File: src/hw/ncp_pkg.sv
package ncp_pkg;
  // Configuration byte indices (printed offsets); byte address is four times the index
  localparam logic [7:0] IDX_SETTLE     = 8'h3C;
  localparam logic [7:0] IDX_RSVD_A     = 8'h3D;
  localparam logic [7:0] IDX_SAMPLE     = 8'h3F;
  localparam logic [7:0] IDX_REQ_ANS    = 8'h40;
  localparam logic [7:0] IDX_FIXED_ID   = 8'h42;
  localparam logic [7:0] IDX_SEL_ANS    = 8'h45;
  localparam logic [7:0] IDX_POLL_ANS   = 8'h46;
  localparam logic [7:0] IDX_RAND_SEL   = 8'h51;
  localparam logic [7:0] IDX_RAND_ALT   = 8'h58;
  localparam logic [7:0] IDX_PWR_CTRL   = 8'h59;
  localparam logic [7:0] IDX_PWR_PERIOD = 8'h5A;
  localparam logic [7:0] IDX_TRIM       = 8'h5C;
  localparam logic [7:0] IDX_GAIN_LOOP  = 8'h5D;
  localparam logic [7:0] IDX_LAST       = 8'h5E;
  // Own control and status words
  localparam logic [7:0] IDX_CTRL       = 8'hE0;
  localparam logic [7:0] IDX_STATUS     = 8'hE1;
  localparam int         CFG_BYTES      = 35;
  localparam logic [7:0] POLL_LEN       = 8'h12;
  localparam logic [7:0] POLL_HDR0      = 8'h01;
  localparam logic [7:0] POLL_HDR1      = 8'hFE;
  localparam logic [7:0] ID_FIRST_BYTE  = 8'h08;
  localparam logic [7:0] LFSR_SEED      = 8'hA5;
  // Timing
  localparam int CLK_HZ          = 10_000_000;
  localparam int SETTLE_STEP_NS  = 4000;
  localparam int SAMPLE_STEP_NS  = 10000;
  localparam int SETTLE_STEP_CYC = SETTLE_STEP_NS / (1_000_000_000 / CLK_HZ);
  localparam int SAMPLE_STEP_CYC = SAMPLE_STEP_NS / (1_000_000_000 / CLK_HZ);
  // Field positions
  localparam int PWR_ON_BIT   = 0;
  localparam int STEP_LSB     = 1;
  localparam int GEAR_LSB     = 4;
  localparam int DUR_EN_BIT   = 10;
  localparam int CTRL_RF_ON   = 0;
  localparam int CTRL_CARD    = 1;
  localparam int CTRL_REQ_A   = 2;
  localparam int CTRL_SEND_F  = 3;
  typedef enum logic [1:0] {NCP_RF_OFF, NCP_RF_SETTLE, NCP_RF_DRIVE} ncp_rf_e;
endpackage : ncp_pkg

File: src/hw/ncp_config_bank.sv
// The APB register port is this design's own decision.
`timescale 1ns/10ps
// Behaviour
// - RF on waits settle byte times 4 us before driving transmitter.
// - Card mode samples external field every interval byte times 10 us.
// - Request answer sends stored byte 0 then byte 1.
// - Fixed identifier uses stored bytes 0,1,2; first byte forced to 08h.
// - Identifier check byte computed by hardware from identifier bytes.
// - Type F poll answer is 18 bytes starting 01h, FEh.
// - Random identifier enabled gives new identifier after each RF-off.
// - Random select value 0 uses stored id, 1 uses random id.
// - Power control bit 0 turns regulation off or on.
// - Power control bits 3..1 give gear step size, bit 1 LSB.
// - Power control bits 7..4 give start gear, bit 4 LSB.
// - Regulation repeats every period value ticks of timebase.
// - Trim byte corrects measured gain value used by regulation.
// - Gain loop bits 9..0 duration, bit 10 duration enable.
module ncp_config_bank
  import ncp_pkg::*;
#(
  parameter int SETTLE_UNIT_CYC = SETTLE_STEP_CYC,
  parameter int SAMPLE_UNIT_CYC = SAMPLE_STEP_CYC
) (
  input  wire logic        core_clk,
  input  wire logic        reset,
  input  wire logic        psel,
  input  wire logic        penable,
  input  wire logic        pwrite,
  input  wire logic [31:0] paddr,
  input  wire logic [31:0] pwdata,
  output logic      [31:0] prdata,
  output logic             pready,
  output logic             pslverr,
  input  wire logic        field_detect,
  input  wire logic [15:0] gain_measured,
  output logic             tx_drive_en,
  output logic             field_present,
  output logic [7:0]       tx_byte,
  output logic             tx_byte_valid,
  output logic [7:0]       ident_byte0,
  output logic [7:0]       ident_byte1,
  output logic [7:0]       ident_byte2,
  output logic [7:0]       ident_check,
  output logic [7:0]       select_answer,
  output logic             power_regulation_on,
  output logic [2:0]       gear_step,
  output logic [3:0]       start_gear,
  output logic             regulation_tick,
  output logic [15:0]      gain_corrected,
  output logic [9:0]       gain_duration,
  output logic             gain_duration_en
);
  initial begin
    if (SETTLE_UNIT_CYC < 1 || SAMPLE_UNIT_CYC < 1)
      $error("ncp_config_bank: unit counts must be at least one cycle");
  end

  logic [7:0]  cfg [CFG_BYTES];
  logic [5:0]  ctrl;
  ncp_rf_e     rf_state;
  logic [15:0] settle_cnt;
  logic [7:0]  settle_units;
  logic [15:0] sample_cnt;
  logic [7:0]  sample_units;
  logic [15:0] period_cnt;
  logic [7:0]  lfsr;
  logic [23:0] rand_id;
  logic        rf_on_d;
  logic        req_a_d;
  logic        send_f_d;
  logic [4:0]  seq_idx;
  logic [4:0]  seq_len;
  logic        seq_f;
  logic [7:0]  widx;
  logic        acc;
  logic        hit_cfg;
  logic [7:0]  pwr_ctrl;
  logic [15:0] gain_loop;

  // Reserved words (3Dh and 3Eh) that neither take writes nor show their contents
  function automatic logic is_rsvd(input logic [7:0] idx);
    is_rsvd = (idx == IDX_RSVD_A) || (idx == 8'(IDX_RSVD_A + 8'h01));
  endfunction : is_rsvd

  // Check byte over the forced first byte and the two identifier bytes
  function automatic logic [7:0] check_of(input logic [7:0] b1, input logic [7:0] b2);
    check_of = ID_FIRST_BYTE ^ b1 ^ b2;
  endfunction : check_of

  function automatic logic [7:0] cfg_at(input logic [7:0] idx);
    cfg_at = cfg[6'(idx - IDX_SETTLE)];
  endfunction : cfg_at

  function automatic logic [15:0] cfg_word(input logic [7:0] idx);
    cfg_word = {cfg_at(8'(idx + 8'h01)), cfg_at(idx)};
  endfunction : cfg_word

  assign widx    = paddr[9:2];
  assign acc     = psel && penable;
  assign hit_cfg = (widx >= IDX_SETTLE) && (widx <= IDX_LAST);
  assign pready  = 1'b1;
  assign pwr_ctrl  = cfg_at(IDX_PWR_CTRL);
  assign gain_loop = cfg_word(IDX_GAIN_LOOP);
  assign pslverr = acc && !(hit_cfg || widx == IDX_CTRL || widx == IDX_STATUS);

  // Configuration byte store, one byte per word
  always_ff @(posedge core_clk or posedge reset) begin
    if (reset) begin
      for (int i = 0; i < CFG_BYTES; i++) cfg[i] <= 8'h00;
    end else if (acc && pwrite && hit_cfg && !is_rsvd(widx)) begin
      cfg[6'(widx - IDX_SETTLE)] <= pwdata[7:0];
    end
  end

  always_ff @(posedge core_clk or posedge reset) begin
    if (reset) ctrl <= 6'h00;
    else if (acc && pwrite && widx == IDX_CTRL) ctrl <= pwdata[5:0];
    else ctrl[CTRL_SEND_F:CTRL_REQ_A] <= 2'b00;
  end

  always_comb begin
    prdata = 32'h0000_0000;
    if (hit_cfg && !is_rsvd(widx))
      prdata[7:0] = cfg_at(widx);
    else if (widx == IDX_CTRL)
      prdata[1:0] = ctrl[1:0];
    else if (widx == IDX_STATUS)
      prdata = {20'h0, rf_state, field_present, tx_drive_en, lfsr};
  end

  // RF-on settle sequencing
  always_ff @(posedge core_clk or posedge reset) begin
    if (reset) begin
      rf_state     <= NCP_RF_OFF;
      settle_cnt   <= 16'h0000;
      settle_units <= 8'h00;
    end else begin
      case (rf_state)
        NCP_RF_OFF: begin
          settle_cnt   <= 16'h0000;
          settle_units <= 8'h00;
          if (ctrl[CTRL_RF_ON]) rf_state <= NCP_RF_SETTLE;
        end
        NCP_RF_SETTLE: begin
          if (!ctrl[CTRL_RF_ON]) rf_state <= NCP_RF_OFF;
          else if (settle_units == cfg_at(IDX_SETTLE)) rf_state <= NCP_RF_DRIVE;
          else if (settle_cnt == 16'(SETTLE_UNIT_CYC - 1)) begin
            settle_cnt   <= 16'h0000;
            settle_units <= 8'(settle_units + 8'h01);
          end else settle_cnt <= 16'(settle_cnt + 16'h0001);
        end
        NCP_RF_DRIVE: if (!ctrl[CTRL_RF_ON]) rf_state <= NCP_RF_OFF;
        default: rf_state <= NCP_RF_OFF;
      endcase
    end
  end
  assign tx_drive_en = (rf_state == NCP_RF_DRIVE);

  // External field sampling in card mode
  always_ff @(posedge core_clk or posedge reset) begin
    if (reset) begin
      sample_cnt    <= 16'h0000;
      sample_units  <= 8'h00;
      field_present <= 1'b0;
    end else if (!ctrl[CTRL_CARD]) begin
      sample_cnt    <= 16'h0000;
      sample_units  <= 8'h00;
    end else if (sample_cnt != 16'(SAMPLE_UNIT_CYC - 1)) begin
      sample_cnt <= 16'(sample_cnt + 16'h0001);
    end else begin
      sample_cnt <= 16'h0000;
      if (8'(sample_units + 8'h01) >= cfg_at(IDX_SAMPLE)) begin
        sample_units  <= 8'h00;
        field_present <= field_detect;
      end else sample_units <= 8'(sample_units + 8'h01);
    end
  end

  // Random identifier, refreshed at RF-off
  always_ff @(posedge core_clk or posedge reset) begin
    if (reset) begin
      lfsr    <= LFSR_SEED;
      rf_on_d <= 1'b0;
      rand_id <= 24'h00_0000;
    end else begin
      lfsr    <= {lfsr[6:0], lfsr[7] ^ lfsr[5] ^ lfsr[4] ^ lfsr[3]};
      rf_on_d <= ctrl[CTRL_RF_ON];
      if (rf_on_d && !ctrl[CTRL_RF_ON] && cfg_at(IDX_RAND_SEL) == 8'h01)
        rand_id <= {lfsr, ~lfsr, lfsr ^ rand_id[7:0]};
    end
  end

  // Identifier selection and check byte
  always_ff @(posedge core_clk or posedge reset) begin
    if (reset) begin
      ident_byte0 <= 8'h00;
      ident_byte1 <= 8'h00;
      ident_byte2 <= 8'h00;
      ident_check <= 8'h00;
    end else begin
      ident_byte0 <= ID_FIRST_BYTE;
      if (cfg_at(IDX_RAND_SEL) == 8'h01) begin
        ident_byte1 <= rand_id[7:0];
        ident_byte2 <= rand_id[15:8];
        ident_check <= check_of(rand_id[7:0], rand_id[15:8]);
      end else begin
        ident_byte1 <= cfg_at(8'(IDX_FIXED_ID + 8'h01));
        ident_byte2 <= cfg_at(8'(IDX_FIXED_ID + 8'h02));
        ident_check <= check_of(cfg_at(8'(IDX_FIXED_ID + 8'h01)),
                                cfg_at(8'(IDX_FIXED_ID + 8'h02)));
      end
    end
  end

  // Answer byte sequencer: request answer or type F poll answer
  always_ff @(posedge core_clk or posedge reset) begin
    if (reset) begin
      req_a_d  <= 1'b0;
      send_f_d <= 1'b0;
      seq_idx  <= 5'h00;
      seq_len  <= 5'h00;
      seq_f    <= 1'b0;
      tx_byte  <= 8'h00;
      tx_byte_valid <= 1'b0;
    end else begin
      req_a_d  <= ctrl[CTRL_REQ_A];
      send_f_d <= ctrl[CTRL_SEND_F];
      tx_byte_valid <= 1'b0;
      if (seq_idx != seq_len) begin
        tx_byte_valid <= 1'b1;
        seq_idx <= 5'(seq_idx + 5'h01);
        if (!seq_f) tx_byte <= cfg_at(8'(IDX_REQ_ANS + 8'(seq_idx)));
        else if (seq_idx == 5'h00) tx_byte <= POLL_HDR0;
        else if (seq_idx == 5'h01) tx_byte <= POLL_HDR1;
        else tx_byte <= cfg_at(8'(IDX_POLL_ANS + 8'(seq_idx)));
      end else if (req_a_d) begin
        seq_idx <= 5'h00;
        seq_len <= 5'h02;
        seq_f   <= 1'b0;
      end else if (send_f_d) begin
        seq_idx <= 5'h00;
        seq_len <= 5'(POLL_LEN);
        seq_f   <= 1'b1;
      end
    end
  end

  // Select answer and power regulation settings
  always_ff @(posedge core_clk or posedge reset) begin
    if (reset) begin
      select_answer       <= 8'h00;
      power_regulation_on <= 1'b0;
      gear_step           <= 3'h0;
      start_gear          <= 4'h0;
      gain_corrected      <= 16'h0000;
      gain_duration       <= 10'h000;
      gain_duration_en    <= 1'b0;
    end else begin
      select_answer       <= cfg_at(IDX_SEL_ANS);
      power_regulation_on <= pwr_ctrl[PWR_ON_BIT];
      gear_step           <= pwr_ctrl[STEP_LSB +: 3];
      start_gear          <= pwr_ctrl[GEAR_LSB +: 4];
      gain_corrected      <= 16'(gain_measured + {8'h00, cfg_at(IDX_TRIM)});
      gain_duration       <= gain_loop[9:0];
      gain_duration_en    <= gain_loop[DUR_EN_BIT];
    end
  end

  // Periodic regulation tick, one core cycle per timebase tick
  always_ff @(posedge core_clk or posedge reset) begin
    if (reset) begin
      period_cnt      <= 16'h0000;
      regulation_tick <= 1'b0;
    end else if (!pwr_ctrl[PWR_ON_BIT]) begin
      period_cnt      <= 16'h0000;
      regulation_tick <= 1'b0;
    end else if (16'(period_cnt + 16'h0001) >= cfg_word(IDX_PWR_PERIOD)) begin
      period_cnt      <= 16'h0000;
      regulation_tick <= 1'b1;
    end else begin
      period_cnt      <= 16'(period_cnt + 16'h0001);
      regulation_tick <= 1'b0;
    end
  end
endmodule : ncp_config_bank

File: config.mk
export PLATFORM = sky130hd
export DESIGN_NAME = ncp_config_bank
export DESIGN_NICKNAME = d
export VERILOG_FILES = /design/src/hw/ncp_pkg.sv /design/src/hw/ncp_config_bank.sv
export SDC_FILE = /design/constraint.sdc
export NUM_CORES = 1
export LEC_CHECK = 0
export ABC_CLOCK_PERIOD_IN_PS = 32000
export BUFFER_PORTS_ARGS = -buffer_cell sky130_fd_sc_hd__buf_2
export CORE_UTILIZATION = 35
export DETAILED_ROUTE_END_ITERATION = 16
export PLACE_DENSITY_LB_ADDON = 0.08
export SYNTH_ARGS = -nofsm -noshare
export SYNTH_HDL_FRONTEND = slang
export SYNTH_SLANG_ARGS = --single-unit
File: constraint.sdc
create_clock -name core_clk -period 32 [get_ports core_clk]
set_clock_uncertainty 0.2 [all_clocks]
set_input_delay 4.8 -clock core_clk [delete_from_list [all_inputs] [get_ports core_clk]]
set_output_delay 4.8 -clock core_clk [all_outputs]
set_load 0.02 [all_outputs]
## Yosys cells after proc, flatten, opt, wreduce, memory -nomap -nowiden

Index checks and enable logic that the tools add are counted.

- Add/sub/neg operators: 12
- Order comparisons: 8
- Equal/unequal tests: 19
- Mux-type cells: 54
- Bitwise logic cells: 14
- Reductions and logical operators: 27

Operator list:

| kind | number |
|---|---|
| bitwise mux 280 bit | 1 |
| 2-to-1 mux 8 bit | 20 |
| binary-select mux 8 bit (select 6 bit) | 3 |
| 2-to-1 mux 16 bit | 7 |
| adder 16 x 1 -> 16 bit, second input constant | 3 |
| demux 8 bit (select 6 bit) | 1 |
| case mux 16 bit (2 select lines) | 1 |
| 2-to-1 mux 5 bit | 5 |
| 2-to-1 mux 24 bit | 1 |
| XOR 8 bit | 3 |
| >= comparator 7 bit, second input constant | 3 |
| NOT 6 -> 7 bit | 3 |
| subtractor 6 bit, second input constant | 3 |
| adder 16 x 8 -> 16 bit | 1 |
| adder 8 x 1 -> 8 bit, second input constant | 2 |
| == test 16 x 6 -> 1 bit, second input constant | 1 |
| == test 8 x 6 -> 1 bit, second input constant | 2 |
| == test 8 bit, second input constant | 2 |
| >= comparator 16 bit | 1 |
| != test 16 x 7 -> 1 bit, second input constant | 1 |
| case mux 8 bit (2 select lines) | 1 |
| 2-to-1 mux 12 bit | 1 |
| 2-to-1 mux 2 bit | 6 |
| != test 2 bit, second input constant | 6 |
| other kinds (30) | 56 |

- Register bits: 467
- Input bits: 86
- Output and inout bits: 121
- Word-level logic and storage cells: 200

## Logic depth before layout (Yosys ltp)

Gate-level depths: netlist of run 1.

- Word-level depth: 9
- Mapped depth: 15
- Gate-level depth less buffers: 14

## Worst setup path before layout of run 1

Ideal clock, no wire load.

- Kind: input -> output
- Start point: input port paddr[4]
- End point: output port prdata[0]
- Arrival time: 6.960 ns
- Data required time: 27.000 ns
- Slack: 20.040 ns
- Cell stages on the path: 11
- Buffers on the path: 4
- Path through: buf_4 -> inv_1 -> buf_1 -> ha_1 -> buf_2 -> nand2b_1 -> buf_2 -> o22ai_1 -> a221o_1 -> o21ai_0 -> o21ai_0

- Word-level cells in the longest chain between the ends: 6

RTL lines:

| item | line | text |
|---|---|---|
| from (decl) | ncp_config_bank.sv:29 | `input wire logic [31:0] paddr,` |
| subtractor 6 bit | ncp_config_bank.sv:91 | `cfg_at = cfg[6'(idx - IDX_SETTLE)];` |
| NOT 6 -> 7 bit (implied by the code) | ncp_config_bank.sv:91 |  |
| binary-select mux 8 bit (select 6 bit) | ncp_config_bank.sv:91 |  |
| 2-to-1 mux 8 bit (implied by the code) (2 in series) | ncp_config_bank.sv:91 |  |
| 2-to-1 mux 8 bit (*) | ncp_config_bank.sv:123 | `if (hit_cfg && !is_rsvd(widx))` |
| to (decl) | ncp_config_bank.sv:31 | `output logic [31:0] prdata,` |

Mark *: on every way between the ends. The rest lies on a longest branch, timed or not. The select of a mux whose other input is x is not followed.

## Worst setup path after layout of run 1

Same ends and word-level chain as after synthesis.

==> impl_metrics.csv, run 1 <==
group,metric,value,unit
worst_setup_path,worstPathRequired,27.00,ns
worst_setup_path,startpoint_type,"primary input",
yosys,syn-cell-area,0.0266,mm²
cts,clk_transition_reported_paths,0.06,ns
worst_setup_path,crit_family,"compound AO/OA/AOI/OAI gates",
sta,worstMarginPinSlew,1.33,ns
global_routing,grtUsageMet3,4.20,%
worst_setup_path,crit_buf_inv,2,
floorplanning,die-area,0.0771,mm²
worst_setup_path,critPathKind,"in2out",
worst_setup_path,critPathMaxFanout,21,
cells_and_area,final_cell_mix,"456 x dfrtp_1, 293 x mux2_2, 203 x mux4_2",
yosys,synth.area.top_cells,"dfrtp_1 43%, mux4_2 17%, mux2_2 12%",
cts,clk_latency,0.62,ns
cells_and_area,fin_nets,2287,
cells_and_area,drive_gt1_share,35.7,%
sta,rsz0062_at_grt,"no",
yosys,synth-seq-cells,463,
cells_and_area,multi_input_area,0.0142,mm²
sta,fin_setup_tns,0,ns
sta,final-setup-viol-count,0,
yosys,synth_cell_types,74,
cells_and_area,antenna_cells,0,
yosys,synth_cells,2066,
route,num_vias,18300,
worst_setup_path,rr_worst_depth,8,
global_routing,overflow,0,
power_and_ir_drop,power.leakage,0.0138,µW
placed_design,place_hpwl,59.5,mm
global_routing,grt_pass1_wl,129,mm
cts,cts_tree,"built",
power_and_ir_drop,ir_worst_vdd,57.8,µV
yosys,syn_area_per_cell,12.9,µm²
worst_setup_path,cp.depth,10,
worst_hold_path,hold_depth,0,
worst_setup_path,worstReg2RegStart,"seq_idx[1]$_DFFE_PP0P_",
sta,drv_slew,0,
route,via_per_inst,5.78,
cts,postCtsSetupBuffers,0,
yosys,synth-edff-count,0,
power_and_ir_drop,powerDensity,60.1,mW/mm²
route,routedWlPerCell,27.2,µm
global_routing,grt_max_degree,148,
floorplanning,fp.dieW,278,µm
sta,layout_setup_ws,18.25,ns
cts,cts_buffers,55,
floorplanning,ios,207,
yosys,async_flop_share,100,%
route,routed_wl,86.2,mm
cts,cts_resized,0,
cells_and_area,layout_commonest_cell,"dfrtp_1",
outcome,outcome,"complete, no violations",
worst_setup_path,cp-endpoint,"prdata[0]",
route,final_antenna_net_count,0,
cts,cts_max_level,2,
yosys,synth_top_area_share,43.2,%
placed_design,pre_cts_ws,18.47,ns
sta,fin_crit_sh,43.0,%
sta,finalHoldViolCount,0,
worst_setup_path,critPathLaunch,"paddr[4]",
global_routing,grtUsageTotal,22.5,%
worst_setup_path,cp_cell_sequence,"buf_2 -> ha_1 -> nor3_1 -> a41oi_1 -> nand2b_1 -> o22ai_1 -> a221o_1 -> o21ai_0 -> o21ai_0 -> buf_2",
floorplanning,fp-row-count,100,
flow_run,drv_cap,0,
placed_design,gp_congestion,0.902,
worst_setup_path,end_kind,"primary output",
yosys,seq_area_frac_synth,43.6,%
sta,slew_headroom,10.7,%
floorplanning,die_y,278,µm
yosys,synth_top_area_cell,"dfrtp_1",
worst_setup_path,max_stage_delay,0.69,ns
cts,cts.path.max_buffers,3,
floorplanning,fp.coreArea,0.0748,mm²
yosys,ys.flop_type,"dfrtp_1",
floorplanning,initial_core_util,35.5,%
placed_design,portBuffers,130,
global_routing,grt_pass1_vias,18600,
cts,holdBufCountCts,0,
global_routing,antenna_found_initial,3,
worst_setup_path,crit_arrival,8.75,ns
cells_and_area,fillers,7063,
route,dr.first_iter.drc_count,1374,
cts,root_buffer,"clkbuf_16",
worst_setup_path,r2r-end,"tx_byte[4]$_DFFE_PP0N_",
worst_hold_path,hold_class,"reg2reg",
route,dr.pass1.iters,5,
global_routing,met1_usage,31.2,%
route,drc,0,
sta,period_minus_slack,13.75,ns
global_routing,top_usage_layer,"met2",
yosys,yosysWarnings,0,
global_routing,grt_use_met2,35.6,%
worst_setup_path,slowest_stage,"nand2b_1",
sta,fmax,0.0727,GHz
cells_and_area,syn_to_final_growth,12.7,%
worst_setup_path,reg2reg_slack,27.61,ns
power_and_ir_drop,fin_total_pwr,1800,µW
cts,clock_sinks,463,
cells_and_area,regArea,0.0116,mm²
## stage by stage
stage	cells	util, %	instance area, µm²	hold slack, ns
global placement	3066	37.5	28000	0.140
global route	3167	40.1	30000	0.137
detailed placement	3066	37.5	28000	0.141
floorplan	2093	-	26700	0.131
CTS	3167	40.1	30000	0.147
finish	3167	40.1	30000	0.142
## where the power goes
group	internal, µW	total, µW	switching (µW)
clock network	406	668	261
logic	171	485	314
registers	605	650	45.0
total	1180	1800	620
## final cells by class
type | count | share of cell area [%]
multi-input combinational | 1427 | 47.3
sequential | 463 | 38.7
clock buffer | 78 | 5.38
tap | 969 | 4.04
timing repair buffer | 154 | 2.83
clock inverter | 23 | 1.05
inverter | 53 | 0.689
## state kept, by name (all words and copies together), names as in the netlist, 8 cells and up
register        count
sample_cnt         16
lfsr                8
settle_units        8
period_cnt         16
ident_check         8
rand_id            16
settle_cnt         16
gain_corrected     16
gain_duration      10
ident_byte1         8
tx_byte             8
cfg               272
select_answer       8
ident_byte2         8
sample_units        8
pwr_ctrl            8
## synth_stat cells (23+ instances only)
master	count
xnor2_1	57
nand2_1	139
mux2_2	293
xor2_1	47
ha_1	46
nor2_1	85
and3_1	23
nor2b_1	26
clkbuf_1	53
dfrtp_1	459
nand3_1	36
buf_2	46
o21ai_0	74
nand4_1	23
buf_4	35
a21oi_1	40
mux4_2	203
inv_1	52
mux2i_1	80
## metal layers
layer  share of wire [%]  vias up
met4                 3.4        2
met5               0.014        -
li1                    -     7873
met2                  47      614
met3                 5.8      167
met1                  44     9636
## kinds of logic after synthesis
logic type               synth area share [%]
adder cells (fa/ha/maj)                  2.24
AO/OA/AOI/OAI                            5.74
XOR/XNOR                                 3.42
other                                  0.0282
multiplexers                             32.9
flip-flops                               43.6
buffers and inverters                    3.63
AND/OR/NAND/NOR                          8.45
## worst min path at each step
stage,startpoint,end,slack (ns)
6_report,ctrl[3]$_DFF_PP0_,send_f_d$_DFF_PP0_,0.14
5_1_grt,ctrl[3]$_DFF_PP0_,send_f_d$_DFF_PP0_,0.14
4_1_cts,ctrl[3]$_DFF_PP0_,send_f_d$_DFF_PP0_,0.15
3_5_place_dp,ctrl[2]$_DFF_PP0_,req_a_d$_DFF_PP0_,0.14
3_3_place_gp,ctrl[3]$_DFF_PP0_,send_f_d$_DFF_PP0_,0.14
2_1_floorplan,ctrl[2]$_DFF_PP0_,req_a_d$_DFF_PP0_,0.13
(Power assumes the default switching activity.)
==> run 2, diff against run 1 <==
- ABC_CLOCK_PERIOD_IN_PS: 32000 -> 14200
- clock period: 32 -> 14.2 ns (I/O delays scaled with it)
==> impl_metrics.csv, run 2 (synthesis gave the netlist of run 1 again) <==
group,metric,value,unit
placed_design,place_hpwl,59.3,mm
placed_design,portBuffers,130,
power_and_ir_drop,power.leakage,0.0138,µW
route,via_per_inst,5.73,
route,dr.first_iter.drc_count,1761,
worst_setup_path,crit_arrival,6.12,ns
route,dr.pass1.iters,5,
sta,hold_ws,0.148,ns
cells_and_area,syn_to_final_growth,13.0,%
power_and_ir_drop,pwr-share-clk,37.9,%
power_and_ir_drop,pwr-share-comb,26.5,%
floorplanning,fp.dieW,278,µm
cells_and_area,drive_gt1_share,35.9,%
route,drc,0,
worst_setup_path,critPathKind,"in2out",
cts,holdBufCountCts,0,
cells_and_area,top_register,"cfg",
cts,clk_transition_reported_paths,0.06,ns
worst_setup_path,startpoint_type,"primary input",
floorplanning,fp.coreArea,0.0748,mm²
cts,clock_sinks,463,
route,final_antenna_net_count,0,
global_routing,grtUsageTotal,22.4,%
cts,cts_max_level,2,
floorplanning,initial_core_util,35.5,%
cells_and_area,fin_nets,2292,
worst_setup_path,end_kind,"primary output",
worst_setup_path,slowest_stage,"buf_4",
worst_setup_path,cp_cell_sequence,"buf_4 -> buf_4 -> mux4_2 -> mux2i_1 -> o22ai_1 -> a221o_1 -> o21ai_0 -> o21ai_0 -> buf_2",
power_and_ir_drop,switchingPower,1400,µW
cells_and_area,finish.utilization,40.2,%
route,routed_wl,85.6,mm
global_routing,antenna_found_initial,1,
global_routing,grt_max_degree,150,
sta,rsz0062_at_grt,"no",
sta,fmax,0.118,GHz
global_routing,grt_pass1_wl,128,mm
cts,clk_latency,0.63,ns
worst_setup_path,critPathLaunch,"paddr[2]",
power_and_ir_drop,pwr-share-seq,35.6,%
route,num_vias,18200,
cells_and_area,regArea,0.0116,mm²
global_routing,overflow,0,
cts,cts_buffers,57,
cts,cts_resized,0,
sta,period_minus_slack,8.45,ns
worst_setup_path,worstPathRequired,11.87,ns
sta,worstMarginPinSlew,1.28,ns
worst_setup_path,worstReg2RegStart,"seq_idx[1]$_DFFE_PP0P_",
worst_hold_path,hold_class,"reg2reg",
cells_and_area,multi_input_area,0.0142,mm²
worst_hold_path,hp-start,"ctrl[3]$_DFF_PP0_",
floorplanning,die-area,0.0771,mm²
power_and_ir_drop,intPower,2710,µW
cells_and_area,layout_commonest_cell,"dfrtp_1",
worst_setup_path,critPathMaxFanout,44,
sta,drv_slew,0,
cts,cts.path.max_buffers,3,
sta,finalHoldViolCount,0,
sta,fin_setup_tns,0,ns
placed_design,gp_congestion,0.891,
route,routedWlPerCell,27.0,µm
cts,postCtsSetupBuffers,0,
power_and_ir_drop,powerDensity,136,mW/mm²
cells_and_area,largest_register_ffs,272,
cells_and_area,final_cell_mix,"456 x dfrtp_1, 293 x mux2_2, 203 x mux4_2",
sta,final-setup-viol-count,0,
worst_setup_path,max_stage_delay,0.82,ns
cts,root_buffer,"clkbuf_16",
sta,fin_crit_sh,59.5,%
floorplanning,ios,207,
outcome,outcome,"complete, no violations",
cts,cts_tree,"built",
floorplanning,fp-row-count,100,
power_and_ir_drop,switching_share,34.0,%
floorplanning,die_y,278,µm
global_routing,grt_pass1_vias,18100,
sta,slew_headroom,13.9,%
cells_and_area,fillers,7032,
flow_run,drv_cap,0,
power_and_ir_drop,ir_worst_vdd,108,µV
==> run 2: final cells by class <==
cell class,instances,share of cell area (%)
diodes,1,0.00832
clock buffers,76,5.36
clock inverters,29,1.27
inverters,53,0.674
multi-input cells,1427,47.2
flip-flops and latches,463,38.6
well taps,969,4.03
repair buffers,157,2.90
==> run 2: worst max-delay path: cells and delay by family <==
family	cells	cell delay (ns)
AO/OA/AOI/OAI	4	1.29
multiplexers	2	0.92
buffers and inverters	3	1.66
==> run 2: stage by stage <==
stage | cell area, µm² | setup slack [ns] | total power (µW) | instances
4_1_cts | 30100 | 5.86 | 4140 | 3174
2_1_floorplan | 26700 | 5.61 | 2210 | 2093
6_report | 30100 | 5.75 | 4100 | 3175
3_3_place_gp | 28100 | 5.81 | 2560 | 3069
3_5_place_dp | 28100 | 5.87 | 2560 | 3069
5_1_grt | 30100 | 5.70 | 4260 | 3174
==> run 2: path summary, 6_finish.rpt <==
path	endpoint	slack [ns]	cells after the start
min reg2reg	send_f_d$_DFF_PP0_	0.15	0
max in group asynchronous	cfg[57]$_DFFE_PP0P_	9.92	5
max	prdata[0]	5.75	9
max reg2reg	tx_byte[5]$_DFFE_PP0N_	9.44	11
min in group asynchronous	settle_cnt[2]$_DFFE_PP0P_	1.62	3
min	send_f_d$_DFF_PP0_	0.15	0
==> run 2: power groups by stage <==
stage	Clock (µW)	Combinational [µW]	Sequential, µW
after CTS	1590	1080	1460
final	1550	1090	1460
after global placement	0	1080	1480
after detailed placement	0	1080	1480
after global routing	1650	1140	1470
after floorplan	0	781	1430
==> run 2: routing by layer <==
metal  global-route usage (%)  vias to the layer above  share of wire (%)
met5                        0                        -                  0
met4                     6.39                        0                2.9
met3                     3.42                      140                5.7
met2                     35.4                      630                 47
met1                     31.8                     9559                 45
li1                         -                     7874                  -
==> run 3, diff against run 2 <==
- ABC_CLOCK_PERIOD_IN_PS: 14200 -> 7950
- clock period: 14.2 -> 7.95 ns (I/O delays scaled with it)
==> impl_metrics.csv, run 3 (synthesis gave the netlist of run 1 again) <==
group,metric,value,unit
outcome,outcome,"complete, no violations",
floorplanning,fp.dieW,278,µm
sta,fmax,0.158,GHz
cts,cts.path.max_buffers,3,
placed_design,portBuffers,130,
cells_and_area,syn_to_final_growth,12.9,%
cts,clock_sinks,463,
cts,cts_max_level,2,
cells_and_area,final_cell_mix,"456 x dfrtp_1, 293 x mux2_2, 203 x mux4_2",
power_and_ir_drop,switchingPower,2490,µW
cells_and_area,design_area,0.0300,mm²
sta,finalHoldViolCount,0,
route,final_antenna_net_count,0,
cts,cts_resized,0,
worst_hold_path,hold_class,"reg2reg",
sta,fin_crit_sh,79.5,%
sta,drv_slew,0,
cts,clk_latency,0.62,ns
global_routing,grt_pass1_wl,129,mm
cells_and_area,fin_cells,3167,
cells_and_area,largest_register_ffs,272,
route,routed_wl,86.3,mm
route,num_vias,18200,
floorplanning,die_y,278,µm
worst_setup_path,critPathMaxFanout,21,
route,drc,0,
sta,worstMarginPinSlew,1.19,ns
floorplanning,fp.coreArea,0.0748,mm²
cells_and_area,finish.utilization,40.1,%
worst_setup_path,cp_cell_sequence,"buf_2 -> ha_1 -> nor3_1 -> a41oi_1 -> nand2b_1 -> o22ai_1 -> a221o_1 -> o21ai_0 -> o21ai_0 -> buf_2",
sta,slew_headroom,20.4,%
worst_setup_path,end_kind,"primary output",
global_routing,antenna_found_initial,2,
placed_design,place_hpwl,59.6,mm
worst_setup_path,rr_worst_depth,7,
power_and_ir_drop,powerDensity,242,mW/mm²
route,routedWlPerCell,27.2,µm
floorplanning,fp-row-count,100,
route,dr.pass1.iters,5,
power_and_ir_drop,ir_worst_vdd,166,µV
worst_hold_path,hold_depth,0,
flow_run,drv_cap,0,
cts,root_buffer,"clkbuf_16",
power_and_ir_drop,pwr-share-comb,26.8,%
sta,fin_setup_tns,0,ns
worst_setup_path,slowest_stage,"a41oi_1",
cts,postCtsSetupBuffers,0,
floorplanning,die-area,0.0771,mm²
sta,final-setup-viol-count,0,
worst_setup_path,max_stage_delay,0.67,ns
sta,period_minus_slack,6.32,ns
sta,hold_ws,0.151,ns
worst_setup_path,critPathKind,"in2out",
route,dr.first_iter.drc_count,1339,
placed_design,dp_cells,3066,
cells_and_area,top_register,"cfg",
placed_design,gp_congestion,0.894,
power_and_ir_drop,intPower,4770,µW
worst_setup_path,worstPathRequired,6.56,ns
worst_setup_path,startpoint_type,"primary input",
cells_and_area,fillers,7074,
cells_and_area,drive_gt1_share,35.9,%
power_and_ir_drop,pwr-share-clk,37.0,%
cts,clk_transition_reported_paths,0.06,ns
floorplanning,ios,207,
global_routing,grtUsageTotal,22.6,%
cells_and_area,fin_nets,2288,
sta,rsz0062_at_grt,"no",
placed_design,place_area,0.0281,mm²
global_routing,overflow,0,
cts,holdBufCountCts,0,
power_and_ir_drop,pwr-share-seq,36.1,%
route,via_per_inst,5.74,
power_and_ir_drop,switching_share,34.3,%
cts,cts_tree,"built",
cells_and_area,antenna_cells,0,
worst_setup_path,crit_arrival,4.93,ns
power_and_ir_drop,power.leakage,0.0138,µW
global_routing,grt_max_degree,155,
cells_and_area,layout_commonest_cell,"dfrtp_1",
cts,cts_buffers,56,
global_routing,grt_pass1_vias,18400,
floorplanning,initial_core_util,35.5,%
==> run 3: changes by cell type in the layout (fill, tap and decap cells not counted), sizes merged <==
cell    change
inv         +2
clkinv      -7
bufinv      -4
clkbuf      +5
buf         -3
diode       -1
==> run 3: worst max-delay path, delay by kind of cell <==
family                   cells  cell delay (ns)
AO/OA/AOI/OAI                5             1.79
adder cells (fa/ha/maj)      1             0.47
buffers and inverters        2             0.75
AND/OR/NAND/NOR              2             0.72
==> run 3: final cells by class <==
class | count | area [µm²] | area share [%]
tap | 969 | 1210 | 4.04
timing repair buffer | 154 | 898 | 2.99
inverter | 53 | 203 | 0.675
clock inverter | 20 | 244 | 0.812
clock buffer | 81 | 1700 | 5.65
multi-input combinational | 1427 | 14200 | 47.2
sequential | 463 | 11600 | 38.6
==> run 3: final timing paths <==
kind	startpoint	end	slack, ns
setup / recovery	paddr[4]	prdata[0]	1.63
hold reg to reg	ctrl[2]$_DFF_PP0_	req_a_d$_DFF_PP0_	0.15
hold / removal	ctrl[2]$_DFF_PP0_	req_a_d$_DFF_PP0_	0.15
max in group asynchronous	reset	rand_id[8]$_DFFE_PP0P_	5.03
setup reg to reg	seq_idx[1]$_DFFE_PP0P_	tx_byte[5]$_DFFE_PP0N_	3.51
min in group asynchronous	reset	settle_cnt[3]$_DFFE_PP0P_	0.58
==> run 3: per-layer routing <==
| metal | up-vias | GRT usage, % | wire length, µm |
|---|---|---|---|
| li1 | 7853 | - | - |
| met1 | 9572 | 31.5 | 38300 |
| met2 | 621 | 36.6 | 40800 |
| met3 | 125 | 3.69 | 4970 |
| met4 | 2 | 5.81 | 2110 |
| met5 | - | 0 | 20 |
==> run 3: stage by stage <==
step           power (µW)  worst slack (ns)
6_report             7260              1.63
5_1_grt              7540              1.55
4_1_cts              7320              1.84
3_5_place_dp         4590              1.84
3_3_place_gp         4580              1.94
2_1_floorplan        3950             0.294
==> run 3: power by group through the flow <==
stage	clock (µW)	sequential, µW	combinational [µW]
CTS	2760	2630	1930
global placement	0	2670	1910
global route	2850	2650	2040
floorplan	0	2560	1400
detailed placement	0	2670	1920
finish	2690	2620	1950
